<file path="src/verilog/adcc_pkg.sv">
// Package with constants and carriers for the descriptor chain controller
`default_nettype none
package adcc_pkg;
   localparam int ADDR_W = 32;
   localparam logic [31:0] NULL_ADDR = 32'h0000_0000;
   // Word offsets inside a descriptor (byte offsets from its base)
   localparam logic [31:0] NXT_FIELD_OFS = 32'h0000_0000;
   localparam logic [31:0] CTL_FIELD_OFS = 32'h0000_001C;
   // Interrupt enable bit in the descriptor control word
   localparam int IE_BIT = 0;
   localparam logic [31:0] RST_ADDR = 32'h0000_0000;

   typedef enum logic [2:0] {
      ADCC_IDLE   = 3'h0,
      ADCC_RD_NXT = 3'h1,
      ADCC_RD_CTL = 3'h3,
      ADCC_XFER   = 3'h2,
      ADCC_DONE   = 3'h6,
      ADCC_RESUME = 3'h7
   } adcc_state_e;

   // Read request towards local memory
   typedef struct packed {
      logic req;
      logic [31:0] addr;
   } adcc_rd_s;

   // Status word visible to software: live active bit plus sticky eot, eoc and err flags
   typedef struct packed {
      logic active;
      logic eot;
      logic eoc;
      logic err;
   } adcc_stat_s;
endpackage : adcc_pkg
`default_nettype wire

</file>
<file path="src/verilog/adcc_ctrl.sv">
// Descriptor chain fetch and sequencing controller
`timescale 1ns/10ps
`default_nettype none
// Behaviour
// [RULE1] Active status bit is high while descriptors are being processed.
// [RULE2] Software checks idle and clears errors before a new start.
// [RULE3] Software writes first descriptor address into next-descriptor register.
// [RULE4] Software then sets enable, leaving chain-resume clear for fresh start.
// [RULE5] Start fetches descriptor, moves address to current, loads its next field.
// [RULE6] Zero next-address ends the chain; nothing further is fetched.
// [RULE7] Clearing enable suspends without abort; setting it resumes.
// [RULE8] Completion with non-zero next sets end-of-transfer, interrupts if enabled, continues.
// [RULE9] Completion with zero next sets end-of-chain, interrupts if enabled.
// [RULE10] An error stops the current descriptor and does not advance.
// [RULE11] Interrupt enable comes from each descriptor's own control word.
// [RULE12] Next register holds address to fetch; current holds descriptor in work.
// [RULE13] Software appends by patching last next field, then sets chain-resume.
// [RULE14] Idle or chain end with resume set rereads next field, clears resume.
// [RULE15] Completion of a non-last descriptor clears chain-resume and fetches normally.
// [RULE16] While idle, a control write with resume set rereads last descriptor.
// [RULE17] Last descriptor with resume clear returns to idle.
// [RULE18] Active clears on entering idle after chain end, error or null resume.
module adcc_ctrl (
   input wire logic clk,
   input wire logic sys_rst,
   // Control register write strobe and fields
   input wire logic ctl_wr,
   input wire logic ctl_enable,
   input wire logic ctl_resume,
   // Next descriptor address register write
   input wire logic nda_wr,
   input wire logic [31:0] nda_wdata,
   // Software clears of status flags
   input wire logic clr_eot,
   input wire logic clr_eoc,
   input wire logic clr_err,
   // Local memory read port
   output adcc_pkg::adcc_rd_s mem_rd,
   input wire logic mem_rvalid,
   input wire logic [31:0] mem_rdata,
   // Datapath handshake
   output logic xfer_start,
   input wire logic xfer_done,
   input wire logic xfer_err,
   // Register views
   output logic [31:0] next_desc_addr_reg,
   output logic [31:0] current_desc_addr_reg,
   output logic enable_o,
   output logic resume_o,
   output adcc_pkg::adcc_stat_s accel_status_reg,
   output logic irq
);
   adcc_pkg::adcc_state_e state_ff, nxt_state;
   logic [31:0] nda_ff, nxt_nda;
   logic [31:0] cda_ff, nxt_cda;
   logic en_ff, nxt_en;
   logic res_ff, nxt_res;
   logic ie_ff, nxt_ie;
   logic act_ff, nxt_act;
   logic irq_ff, nxt_irq;
   logic rd_req_ff, nxt_rd_req;
   logic [31:0] rd_addr_ff, nxt_rd_addr;
   logic start_ff, nxt_start;
   logic set_eot, set_eoc, set_err;
   logic eot_q, eoc_q, err_q;

   // Next state and register updates
   always_comb begin
      nxt_state = state_ff;
      nxt_nda = nda_ff;
      nxt_cda = cda_ff;
      nxt_en = en_ff;
      nxt_res = res_ff;
      nxt_ie = ie_ff;
      nxt_act = act_ff;
      nxt_irq = 1'b0;
      nxt_rd_req = 1'b0;
      nxt_rd_addr = rd_addr_ff;
      nxt_start = 1'b0;
      set_eot = 1'b0;
      set_eoc = 1'b0;
      set_err = 1'b0;
      if (ctl_wr) begin
         nxt_en = ctl_enable;
         nxt_res = ctl_resume;
      end
      if (nda_wr && state_ff == adcc_pkg::ADCC_IDLE) begin
         nxt_nda = nda_wdata;
      end
      case (state_ff)
         adcc_pkg::ADCC_IDLE: begin
            // [RULE16] Idle resume check
            if (ctl_wr && ctl_resume) begin
               nxt_state = adcc_pkg::ADCC_RESUME;
               nxt_rd_req = 1'b1;
               nxt_rd_addr = cda_ff + adcc_pkg::NXT_FIELD_OFS;
               nxt_act = 1'b1;
            end else if (ctl_wr && ctl_enable && nda_ff != adcc_pkg::NULL_ADDR) begin
               // [RULE5] Fresh start fetch
               nxt_state = adcc_pkg::ADCC_RD_NXT;
               nxt_cda = nda_ff;
               nxt_rd_req = 1'b1;
               nxt_rd_addr = nda_ff + adcc_pkg::NXT_FIELD_OFS;
               nxt_act = 1'b1;
            end
         end
         adcc_pkg::ADCC_RD_NXT: begin
            if (mem_rvalid) begin
               // [RULE12] Load next address
               nxt_nda = mem_rdata;
               nxt_state = adcc_pkg::ADCC_RD_CTL;
               nxt_rd_req = 1'b1;
               nxt_rd_addr = cda_ff + adcc_pkg::CTL_FIELD_OFS;
            end else begin
               nxt_rd_req = rd_req_ff;
            end
         end
         adcc_pkg::ADCC_RD_CTL: begin
            if (mem_rvalid) begin
               // [RULE11] Per-descriptor interrupt enable
               nxt_ie = mem_rdata[adcc_pkg::IE_BIT];
               nxt_state = adcc_pkg::ADCC_XFER;
            end else begin
               nxt_rd_req = rd_req_ff;
            end
         end
         adcc_pkg::ADCC_XFER: begin
            // [RULE7] Suspend holds here while disabled
            if (en_ff) begin
               nxt_start = 1'b1;
               nxt_state = adcc_pkg::ADCC_DONE;
            end
         end
         adcc_pkg::ADCC_DONE: begin
            if (xfer_err) begin
               // [RULE10] Halt without advancing
               set_err = 1'b1;
               nxt_act = 1'b0;
               nxt_state = adcc_pkg::ADCC_IDLE;
            end else if (xfer_done) begin
               if (nda_ff != adcc_pkg::NULL_ADDR) begin
                  // [RULE8] Interrupt and continue
                  set_eot = 1'b1;
                  nxt_irq = ie_ff;
                  // [RULE15] Drop resume, fetch next
                  nxt_res = 1'b0;
                  nxt_cda = nda_ff;
                  nxt_rd_req = 1'b1;
                  nxt_rd_addr = nda_ff + adcc_pkg::NXT_FIELD_OFS;
                  nxt_state = adcc_pkg::ADCC_RD_NXT;
               end else begin
                  // [RULE9] End of chain flag
                  set_eoc = 1'b1;
                  nxt_irq = ie_ff;
                  if (res_ff) begin
                     // [RULE14] Reread current next field
                     nxt_rd_req = 1'b1;
                     nxt_rd_addr = cda_ff + adcc_pkg::NXT_FIELD_OFS;
                     nxt_state = adcc_pkg::ADCC_RESUME;
                  end else begin
                     // [RULE17] [RULE6] Back to idle
                     nxt_act = 1'b0;
                     nxt_state = adcc_pkg::ADCC_IDLE;
                  end
               end
            end
         end
         adcc_pkg::ADCC_RESUME: begin
            if (mem_rvalid) begin
               // [RULE14] Clear resume, test new address
               nxt_nda = mem_rdata;
               nxt_res = 1'b0;
               if (mem_rdata != adcc_pkg::NULL_ADDR) begin
                  nxt_cda = mem_rdata;
                  nxt_rd_req = 1'b1;
                  nxt_rd_addr = mem_rdata + adcc_pkg::NXT_FIELD_OFS;
                  nxt_state = adcc_pkg::ADCC_RD_NXT;
               end else begin
                  // [RULE18] Null resume goes idle
                  nxt_act = 1'b0;
                  nxt_state = adcc_pkg::ADCC_IDLE;
               end
            end else begin
               nxt_rd_req = rd_req_ff;
            end
         end
         default: begin
            nxt_state = adcc_pkg::ADCC_IDLE;
            nxt_act = 1'b0;
         end
      endcase
   end

   // State registers
   always_ff @(posedge clk) begin
      if (sys_rst) begin
         state_ff <= adcc_pkg::ADCC_IDLE;
         nda_ff <= adcc_pkg::RST_ADDR;
         cda_ff <= adcc_pkg::RST_ADDR;
         en_ff <= 1'b0;
         res_ff <= 1'b0;
         ie_ff <= 1'b0;
         act_ff <= 1'b0;
         irq_ff <= 1'b0;
         rd_req_ff <= 1'b0;
         rd_addr_ff <= adcc_pkg::RST_ADDR;
         start_ff <= 1'b0;
      end else begin
         state_ff <= nxt_state;
         nda_ff <= nxt_nda;
         cda_ff <= nxt_cda;
         en_ff <= nxt_en;
         res_ff <= nxt_res;
         ie_ff <= nxt_ie;
         act_ff <= nxt_act;
         irq_ff <= nxt_irq;
         rd_req_ff <= nxt_rd_req;
         rd_addr_ff <= nxt_rd_addr;
         start_ff <= nxt_start;
      end
   end

   // Sticky status flags
   adcc_flag u_eot (.clk(clk), .sys_rst(sys_rst), .set_i(set_eot), .clr_i(clr_eot), .q_o(eot_q));
   adcc_flag u_eoc (.clk(clk), .sys_rst(sys_rst), .set_i(set_eoc), .clr_i(clr_eoc), .q_o(eoc_q));
   adcc_flag u_err (.clk(clk), .sys_rst(sys_rst), .set_i(set_err), .clr_i(clr_err), .q_o(err_q));

   // Output views
   assign mem_rd.req = rd_req_ff;
   assign mem_rd.addr = rd_addr_ff;
   assign xfer_start = start_ff;
   assign next_desc_addr_reg = nda_ff;
   assign current_desc_addr_reg = cda_ff;
   assign enable_o = en_ff;
   assign resume_o = res_ff;
   // [RULE1] Active bit view
   assign accel_status_reg.active = act_ff;
   assign accel_status_reg.eot = eot_q;
   assign accel_status_reg.eoc = eoc_q;
   assign accel_status_reg.err = err_q;
   assign irq = irq_ff;

   // [RULE1] Active while busy
   AST_ACTIVE_BUSY: assert property (@(posedge clk) disable iff (sys_rst)
      (state_ff != adcc_pkg::ADCC_IDLE) |-> act_ff) // [RULE1]
      else $error("active low while busy");
   // [RULE18] Idle means inactive
   AST_IDLE_INACTIVE: assert property (@(posedge clk) disable iff (sys_rst)
      (state_ff == adcc_pkg::ADCC_IDLE) |-> !act_ff) // [RULE18]
      else $error("active high in idle");
   // [RULE5] Start copies address
   AST_START_LOAD: assert property (@(posedge clk) disable iff (sys_rst)
      (state_ff == adcc_pkg::ADCC_IDLE && ctl_wr && ctl_enable && !ctl_resume
       && nda_ff != 32'h0000_0000) |=> (cda_ff == $past(nda_ff) && rd_req_ff)) // [RULE5]
      else $error("start did not load current address");
   // [RULE6] No fetch after null
   AST_NULL_STOP: assert property (@(posedge clk) disable iff (sys_rst)
      (state_ff == adcc_pkg::ADCC_DONE && xfer_done && !xfer_err && nda_ff == 32'h0000_0000
       && !res_ff) |=> (state_ff == adcc_pkg::ADCC_IDLE && !rd_req_ff)) // [RULE6]
      else $error("fetch after null next address");
   // [RULE7] Suspend holds transfer
   AST_SUSPEND: assert property (@(posedge clk) disable iff (sys_rst)
      (state_ff == adcc_pkg::ADCC_XFER && !en_ff) |=> !start_ff) // [RULE7]
      else $error("transfer started while disabled");
   // [RULE8] End of transfer and irq
   AST_EOT: assert property (@(posedge clk) disable iff (sys_rst)
      (state_ff == adcc_pkg::ADCC_DONE && xfer_done && !xfer_err && nda_ff != 32'h0000_0000)
      |=> (eot_q && irq == $past(ie_ff) && state_ff == adcc_pkg::ADCC_RD_NXT)) // [RULE8]
      else $error("end of transfer handling wrong");
   // [RULE9] End of chain flag
   AST_EOC: assert property (@(posedge clk) disable iff (sys_rst)
      (state_ff == adcc_pkg::ADCC_DONE && xfer_done && !xfer_err && nda_ff == 32'h0000_0000)
      |=> (eoc_q && irq == $past(ie_ff))) // [RULE9]
      else $error("end of chain handling wrong");
   // [RULE10] Error halts
   AST_ERR_HALT: assert property (@(posedge clk) disable iff (sys_rst)
      (state_ff == adcc_pkg::ADCC_DONE && xfer_err)
      |=> (err_q && state_ff == adcc_pkg::ADCC_IDLE && $stable(cda_ff))) // [RULE10]
      else $error("error did not halt");
endmodule // adcc_ctrl
`default_nettype wire

</file>
<file path="src/verilog/adcc_flag.sv">
// Sticky status flag, set dominates clear
`timescale 1ns/10ps
`default_nettype none
module adcc_flag (
   input wire logic clk,
   input wire logic sys_rst,
   input wire logic set_i,
   input wire logic clr_i,
   output logic q_o
);
   logic flag_ff;
   logic nxt_flag;

   // Set wins over a clear in the same cycle
   always_comb begin
      nxt_flag = flag_ff;
      if (clr_i) begin
         nxt_flag = 1'b0;
      end
      if (set_i) begin
         nxt_flag = 1'b1;
      end
   end

   always_ff @(posedge clk) begin
      if (sys_rst) begin
         flag_ff <= 1'b0;
      end else begin
         flag_ff <= nxt_flag;
      end
   end

   assign q_o = flag_ff;
endmodule // adcc_flag
`default_nettype wire

</file>
<file path="config.mk">
export PLATFORM = sky130hd
export DESIGN_NAME = adcc_ctrl
export DESIGN_NICKNAME = d
export VERILOG_FILES = /design/src/verilog/adcc_pkg.sv /design/src/verilog/adcc_ctrl.sv /design/src/verilog/adcc_flag.sv
export SDC_FILE = /design/constraint.sdc
export NUM_CORES = 1
export LEC_CHECK = 0
export BUFFER_PORTS_ARGS = -buffer_cell sky130_fd_sc_hd__buf_2
export CORE_ASPECT_RATIO = 0.6
export CORE_MARGIN = 10
export CORE_UTILIZATION = 30
export DETAILED_ROUTE_END_ITERATION = 16
export SETUP_SLACK_MARGIN = 0.3
export SLEW_MARGIN = 20
export SYNTH_ARGS = -nofsm -noshare
export SYNTH_HDL_FRONTEND = slang
export SYNTH_SLANG_ARGS = --single-unit
</file>
<file path="constraint.sdc">
create_clock -name clk -period 2.18 [get_ports clk]
set_clock_uncertainty 0.1 [all_clocks]
set_input_delay 0.436 -clock clk [delete_from_list [all_inputs] [get_ports clk]]
set_output_delay 0.436 -clock clk [all_outputs]
set_load 0.05 [all_outputs]
</file>
==> results of run 1 <==
## power by group
part           switching [mW]  total (mW)  internal (mW)
Sequential              0.527        3.20           2.67
Combinational            7.18        11.9           4.68
Clock                   0.856        1.75          0.896
## worst paths after layout
path,startpoint,end,slack (ps),depth (start not counted)
max,state_ff[0]$_SDFFE_PP0P_,current_desc_addr_reg[23]$_SDFFE_PP0P_,-190,8
min,clr_eot,u_eot.q_o$_SDFFE_PP0P_,240,4
max reg2reg,state_ff[0]$_SDFFE_PP0P_,current_desc_addr_reg[23]$_SDFFE_PP0P_,-190,8
min reg2reg,rd_addr_ff[18]$_SDFFE_PP0P_,rd_addr_ff[18]$_SDFFE_PP0P_,360,2
## metal layers
metal	GRT usage	part of all wire	wire length, um
met1	0.319	0.45	17200
met2	0.324	0.40	15400
met3	0.0966	0.14	5220
met4	0.0517	0.015	557
met5	0	0	0
## Yosys cell counts (3+ instances only)
library cell,n
dfxtp_1,109
mux2_2,32
buf_4,7
nand4_1,19
a211oi_1,37
buf_1,4
nand2_1,149
a31o_2,8
and3_1,9
a221oi_1,8
a32oi_1,5
nor2_1,65
nor3_1,12
clkbuf_1,49
or3_1,3
a21oi_1,69
a31oi_1,28
nand2b_1,7
buf_2,20
nor2b_1,30
o32ai_1,9
o211a_1,5
o32a_1,3
mux2i_1,45
or4_1,4
ha_1,5
o21ai_0,32
a211oi_2,5
nor4_1,19
and2_1,11
inv_1,11
nand3_1,36
buf_6,7
o31ai_1,6
and4_1,11
o22ai_1,4
o211ai_1,11
o2bb2ai_1,3
## kinds of logic after synthesis
kind of cell             after synthesis  synth area share
multiplexers                          77             0.111
buffers and inverters                100            0.0654
flip-flops                           109             0.298
AO/OA/AOI/OAI                        266             0.253
adder cells (fa/ha/maj)                5           0.00854
XOR/XNOR                               2           0.00239
AND/OR/NAND/NOR                      389             0.263
## final cells by class
cell class,instances,share of cell area
Inverter,13,0.00439
Tap cell,322,0.0353
Multi-Input combinational cell,740,0.470
Sequential cell,109,0.200
Clock buffer,9,0.0197
Timing Repair Buffer,407,0.263
Clock inverter,7,0.00658
## critical path, stage by stage, from the launching register on
cell and delay [ps]:
dfxtp_2 360, buf_6 150, nor2_1 200, nand2_1 100, nor2_1 480, o2111ai_4 220, buf_6 180, clkbuf_16 160
mux2_4 290
## metrics by stage
stage / setup WS, ps / power (mW)
3_3_place_gp: -634 / 12.7
6_report: -193 / 16.8
3_5_place_dp: -708 / 12.8
5_1_grt: -254 / 17.5
2_1_floorplan: -78.4 / 9.34
4_1_cts: -154 / 15.8
## what timing repair did
item	4_1_cts	5_1_grt
setup buffers	9	5
cloned	6	4
pin swaps	13	20
gates resized for setup	83	60
endpoints found under the setup margin	103	104
==> Implementation_results.wiki, run 1 <==
{| class="wikitable"
! Metric !! Value
|-
| Number of top-level pins || about 180
|-
| Routed via count divided by cell count || 5.72
|-
| Total area of multi-input combinational cells || between 5000 and 6000 um^2
|-
| Level count of the clock H-tree || 3
|-
| Post-DRT Antenna Nets || 0
|-
| Worst relative slew slack || 0.595
|-
| Dominant cells by area after synthesis || dfxtp_1 30%, nand2_1 7.6%, mux2i_1 6.1%
|-
| Setup crit end kind || register
|-
| Most common cell after layout, fill and taps aside || buf_4
|-
| Final GP Congestion || between 0.9 and 1
|-
| Detailed-route wire length || 38300 um
|-
| DR iter-0 viols || 1136
|-
| Sequential cell area || roughly 2300 um^2
|-
| Highest-count cells in the layout ignoring fill and taps || 188 x buf_4, 180 x buf_2, 148 x nand2_1, 61 x nor2_1, 58 x a21oi_1
|-
| Shortest clock period the worst path allows after layout || between 2000 and 2500 ps
|-
| Number of global-route vias before repair || ~8900
|-
| Synth area leader || dfxtp_1
|-
| Max clock buf depth || 2
|-
| I/O Buffers || between 150 and 200
|-
| ANT cells || 0
|-
| Most common flop cell mapped by yosys || dfxtp_1
|-
| Maximum clock rate || between 400 and 500 MHz
|-
| Critical path arrival || 2540 ps
|-
| Total placed cells including tap cells || approximately 1600
|-
| Max-capacitance violation count || 0
|-
| Post-layout util || 0.473
|-
| Via Count || approximately 9000
|-
| Worst supply voltage drop on vdd || ~810 uV
|-
| Post-Synthesis Mean Instance Area || ~7.7 um^2
|-
| Pre-Repair DR Iteration Count || 5
|-
| Pin count of the biggest net entering global routing || 65
|-
| PwrDens || 1470 nW/um^2
|-
| Width of the chip || roughly 220 um
|-
| Number of hold violations in the final report || 0
|-
| Hold Path Class || input pin to register
|-
| Layout net count || between 1000 and 1500
|-
| Number of flops mapped to enable cells by yosys || 0
|-
| Number of standard cells in the layout, taps in and fillers out || about 1600
|-
| Skew-Pair Late Insertion Delay || ~380 ps
|-
| Number of setup violations in the final report || 69
|-
| Post-Synthesis Net Count || 1029
|-
| Worst hold-check slack || about 240 ps
|-
| Post-DP Area || 10100 um^2
|-
| # rows || 44
|-
| Final WS setup || -193 ps
|-
| Post-layout instance area || around 11000 um^2
|-
| Failing checks || setup timing
|-
| Global-route wire length before repair || 56200 um
|-
| Post-synthesis cell area || 7330 um^2
|-
| Relative area change from synthesis to final layout || 55.7%
|-
| Start-to-end type of the worst setup path || register to register
|-
| Filler cell count || about 2400
|-
| Tightest Pin Transition || 605 ps
|-
| Hold buffer count at cts || 0
|-
| Share of flip-flops with an asynchronous set or reset after synthesis || 0
|-
| TritonCTS clock tree || built
|-
| Dpl hpwl || 28000 um
|-
| Required @ worst endpoint || around 2300 ps
|-
| GRT Residual Overflow || 0
|-
| Clock root buffer || clkbuf_16
|-
| Setup crit start kind || register
|-
| Number of DRC violations after detailed routing || 0
|-
| Detailed-route wire length per cell || between 20 and 25 um
|-
| Instance count of the mapped netlist || ~950
|-
| Outcome || finished with violations
|-
| Chip height || about 140 um
|-
| Leakage power summed over all cells || roughly 4.9 nW
|-
| Die footprint || ~31000 um^2
|-
| TritonCTS Buffers || 9
|-
| Core area || about 24000 um^2
|-
| Max-slew violations || 0
|-
| Count of yosys warnings during synthesis || 0
|-
| Seq/Total Area, Yosys || 0.298
|-
| Global Route Usage Sum || 0.231
|-
| Top-area cell type share of the netlist area || 0.298
|-
| Count of cell types in the netlist || 79
|-
| Post-CTS clock slew at the launch and capture registers of the worst setup and hold paths || about 80 ps
|-
| Share of cells above drive strength 1 || 0.475
|-
| Setup_tns || -10390 ps
|-
| Period Utilization, post-route || 1.09
|-
| Initial antenna violation count || 0
|-
| CTS sink cnt || between 100 and 150
|-
| Largest fanout on the critical path || 9
|-
| Synth Register Bits || ~110
|-
| Starting density of the core || 0.304
|-
| Unrepaired setup endpoints after global routing || true
|}
(Power assumes the default switching activity.)
==> run 2, diff against run 1 <==
--- a/config.mk
+++ b/config.mk
@@ -11,6 +11,7 @@
 export CORE_UTILIZATION = 30
 export DETAILED_ROUTE_END_ITERATION = 16
 export SETUP_SLACK_MARGIN = 0.3
+export SKIP_LAST_GASP = 1
 export SLEW_MARGIN = 20
 export SYNTH_ARGS = -nofsm -noshare
 export SYNTH_HDL_FRONTEND = slang
==> run 2 against run 1 <==
Critical path type unchanged. Cell count barely moved. Sequential share of layout area rose by 0.26 points. Combinational power barely moved. Clock power barely moved. Largest power group unchanged. Critical endpoint is now rd_addr_ff[7]$_SDFFE_PP0P_. The flow still finishes with violations (setup timing).
==> Implementation_results.wiki, run 2 (synthesis results as in run 1) <==
{| class="wikitable"
! Metric !! Value
|-
| Outcome || finished with violations
|-
| Failing checks || setup timing
|-
| Setup crit start kind || register
|-
| Tightest Pin Transition || roughly 600 ps
|-
| Final WS setup || -214 ps
|-
| Critical path arrival || approximately 2600 ps
|-
| Via Count || around 9200
|-
| R2R Setup Slk || -210 ps
|-
| Dpl hpwl || between 20000 and 30000 um
|-
| Start-to-end type of the worst setup path || register to register
|-
| Hold Path Class || input pin to register
|-
| Reg-to-reg critical path startpoint || next_desc_addr_reg[30]$_SDFF_PP0_
|-
| Post-DP Area || roughly 10000 um^2
|-
| Hold buffer count at cts || 0
|-
| Max-capacitance violation count || 0
|-
| DR iter-0 viols || around 1100
|-
| Chip height || 141 um
|-
| Initial antenna violation count || 0
|-
| Required @ worst endpoint || around 2400 ps
|-
| Detailed-route wire length per cell || 23.8 um
|-
| Post-layout instance area || between 10000 and 15000 um^2
|-
| Ordered cell list for the critical path || nor4_4 -> buf_4 -> nand4_1 -> buf_6 -> nor3_2 -> buf_6 -> a31oi_1 -> buf_4 -> a211oi_1
|-
| Unrepaired setup endpoints after global routing || true
|-
| CTS sink cnt || 109
|-
| TritonCTS clock tree || built
|-
| Cell with the largest stage delay on the worst path || dfxtp_2
|-
| GRT Residual Overflow || 0
|-
| Period Utilization, post-route || 1.10
|-
| Detailed-route wire length || approximately 38000 um
|-
| Beginning of the worst hold path || clr_eot
|-
| Pin count of the biggest net entering global routing || between 60 and 70
|-
| Worst supply voltage drop on vdd || between 800 and 900 uV
|-
| Highest-count cells in the layout ignoring fill and taps || 190 x buf_4, 179 x buf_2, 148 x nand2_1, 61 x nor2_1, 60 x a21oi_1
|-
| Number of top-level pins || between 150 and 200
|-
| Max-slew violations || 0
|-
| Starting density of the core || 0.304
|-
| Number of setup violations in the final report || 69
|-
| Reg2Reg Capture Point || rd_addr_ff[7]$_SDFFE_PP0P_
|-
| Layout net count || around 1400
|-
| ANT cells || 0
|-
| Die footprint || about 31000 um^2
|-
| Skew-Pair Late Insertion Delay || approximately 380 ps
|-
| Shortest clock period the worst path allows after layout || between 2000 and 2500 ps
|-
| Global Route Usage Sum || 0.229
|-
| Width of the chip || 222 um
|-
| Level count of the clock H-tree || 3
|-
| TritonCTS Buffers || 9
|-
| Number of global-route vias before repair || 8841
|-
| Hold Path Sink || u_eot.q_o$_SDFFE_PP0P_
|-
| Leakage power summed over all cells || 4.88 nW
|-
| Share of cells above drive strength 1 || 0.468
|-
| PwrDens || approximately 1500 nW/um^2
|-
| Number of DRC violations after detailed routing || 0
|-
| Core area || ~24000 um^2
|-
| Worst relative slew slack || 0.594
|-
| Global-route wire length before repair || 55700 um
|-
| Sum of internal, switching and leakage power || ~17 mW
|-
| Routed via count divided by cell count || approximately 5.7
|-
| Final GP Congestion || around 0.96
|-
| Pre-Repair DR Iteration Count || 5
|-
| Clock root buffer || clkbuf_16
|-
| Most common cell after layout, fill and taps aside || buf_4
|-
| Length in cells of the worst reg-to-reg path || 9
|-
| Filler cell count || about 2400
|-
| Setup crit end kind || register
|-
| Number of hold violations in the final report || 0
|-
| Worst hold path depth || 4
|-
| # rows || 44
|-
| Relative area change from synthesis to final layout || 53.7%
|-
| I/O Buffers || 180
|-
| Maximum clock rate || 418 MHz
|-
| Max clock buf depth || 2
|-
| Post-DRT Antenna Nets || 0
|-
| Post-CTS clock slew at the launch and capture registers of the worst setup and hold paths || 80 ps
|-
| Largest fanout on the critical path || 5
|-
| Largest stage delay on the critical path || between 300 and 400 ps
|}
[run 2: timing repair]
item,in CTS,in global routing
cloned,6,4
pin swaps,9,12
setup endpoints to repair,103,105
gates resized for setup,58,51
setup buffers,9,4
[run 2: through the flow]
step | std cells | util | setup TNS [ps] | setup WS [ps] | hold slack, ps
floorplan | 948 | - | -2750 | -78.4 | 338
global route | 1606 | 0.467 | -15060 | -257 | 258
global placement | 1567 | 0.419 | -34240 | -634 | 344
CTS | 1598 | 0.451 | -8560 | -154 | 235
detailed placement | 1567 | 0.419 | -38050 | -708 | 355
finish | 1606 | 0.467 | -11400 | -214 | 237
[run 2: report_power, final]
part | leakage, nW | switching, mW | total [mW] | internal (mW)
registers | 0.918 | 0.523 | 3.19 | 2.67
logic | 3.82 | 7.08 | 11.7 | 4.62
clock network | 0.138 | 0.857 | 1.75 | 0.896
[run 2: layout make-up]
class | instances | area [um^2] | share of cell area
clock buffer | 9 | 225 | 0.0200
clock inverter | 7 | 75.1 | 0.00667
inverter | 13 | 50.0 | 0.00444
multi-input combinational | 740 | 5240 | 0.465
sequential | 109 | 2280 | 0.203
tap | 322 | 403 | 0.0358
timing repair buffer | 406 | 2990 | 0.265
[run 2: worst max-delay path by stage]
stage,depth (start not counted),from,slack (ps),end
after CTS,9,next_desc_addr_reg[30]$_SDFF_PP0_,-150,rd_addr_ff[7]$_SDFFE_PP0P_
after floorplan,7,mem_rdata[0],-80,current_desc_addr_reg[10]$_SDFFE_PP0P_
after global placement,9,mem_rdata[25],-630,current_desc_addr_reg[6]$_SDFFE_PP0P_
after global routing,10,next_desc_addr_reg[30]$_SDFF_PP0_,-260,state_ff[2]$_SDFFE_PP0P_
final,9,next_desc_addr_reg[30]$_SDFF_PP0_,-210,rd_addr_ff[7]$_SDFFE_PP0P_
after detailed placement,9,mem_rdata[25],-710,current_desc_addr_reg[7]$_SDFFE_PP0P_
[run 2: layer usage]
metal  track usage  wire length (um)
met5             0                 0
met4        0.0485               522
met3        0.0913              5040
met2         0.321             15300
met1         0.319             17400
[run 2: critical path: cells and delay by family, from the launching register on]
| kind | cells | cell delay, ps |
|---|---|---|
| buf+inv | 4 | 760 |
| simple gates | 3 | 750 |
| compound gates | 2 | 350 |
| flops | 1 | 340 |
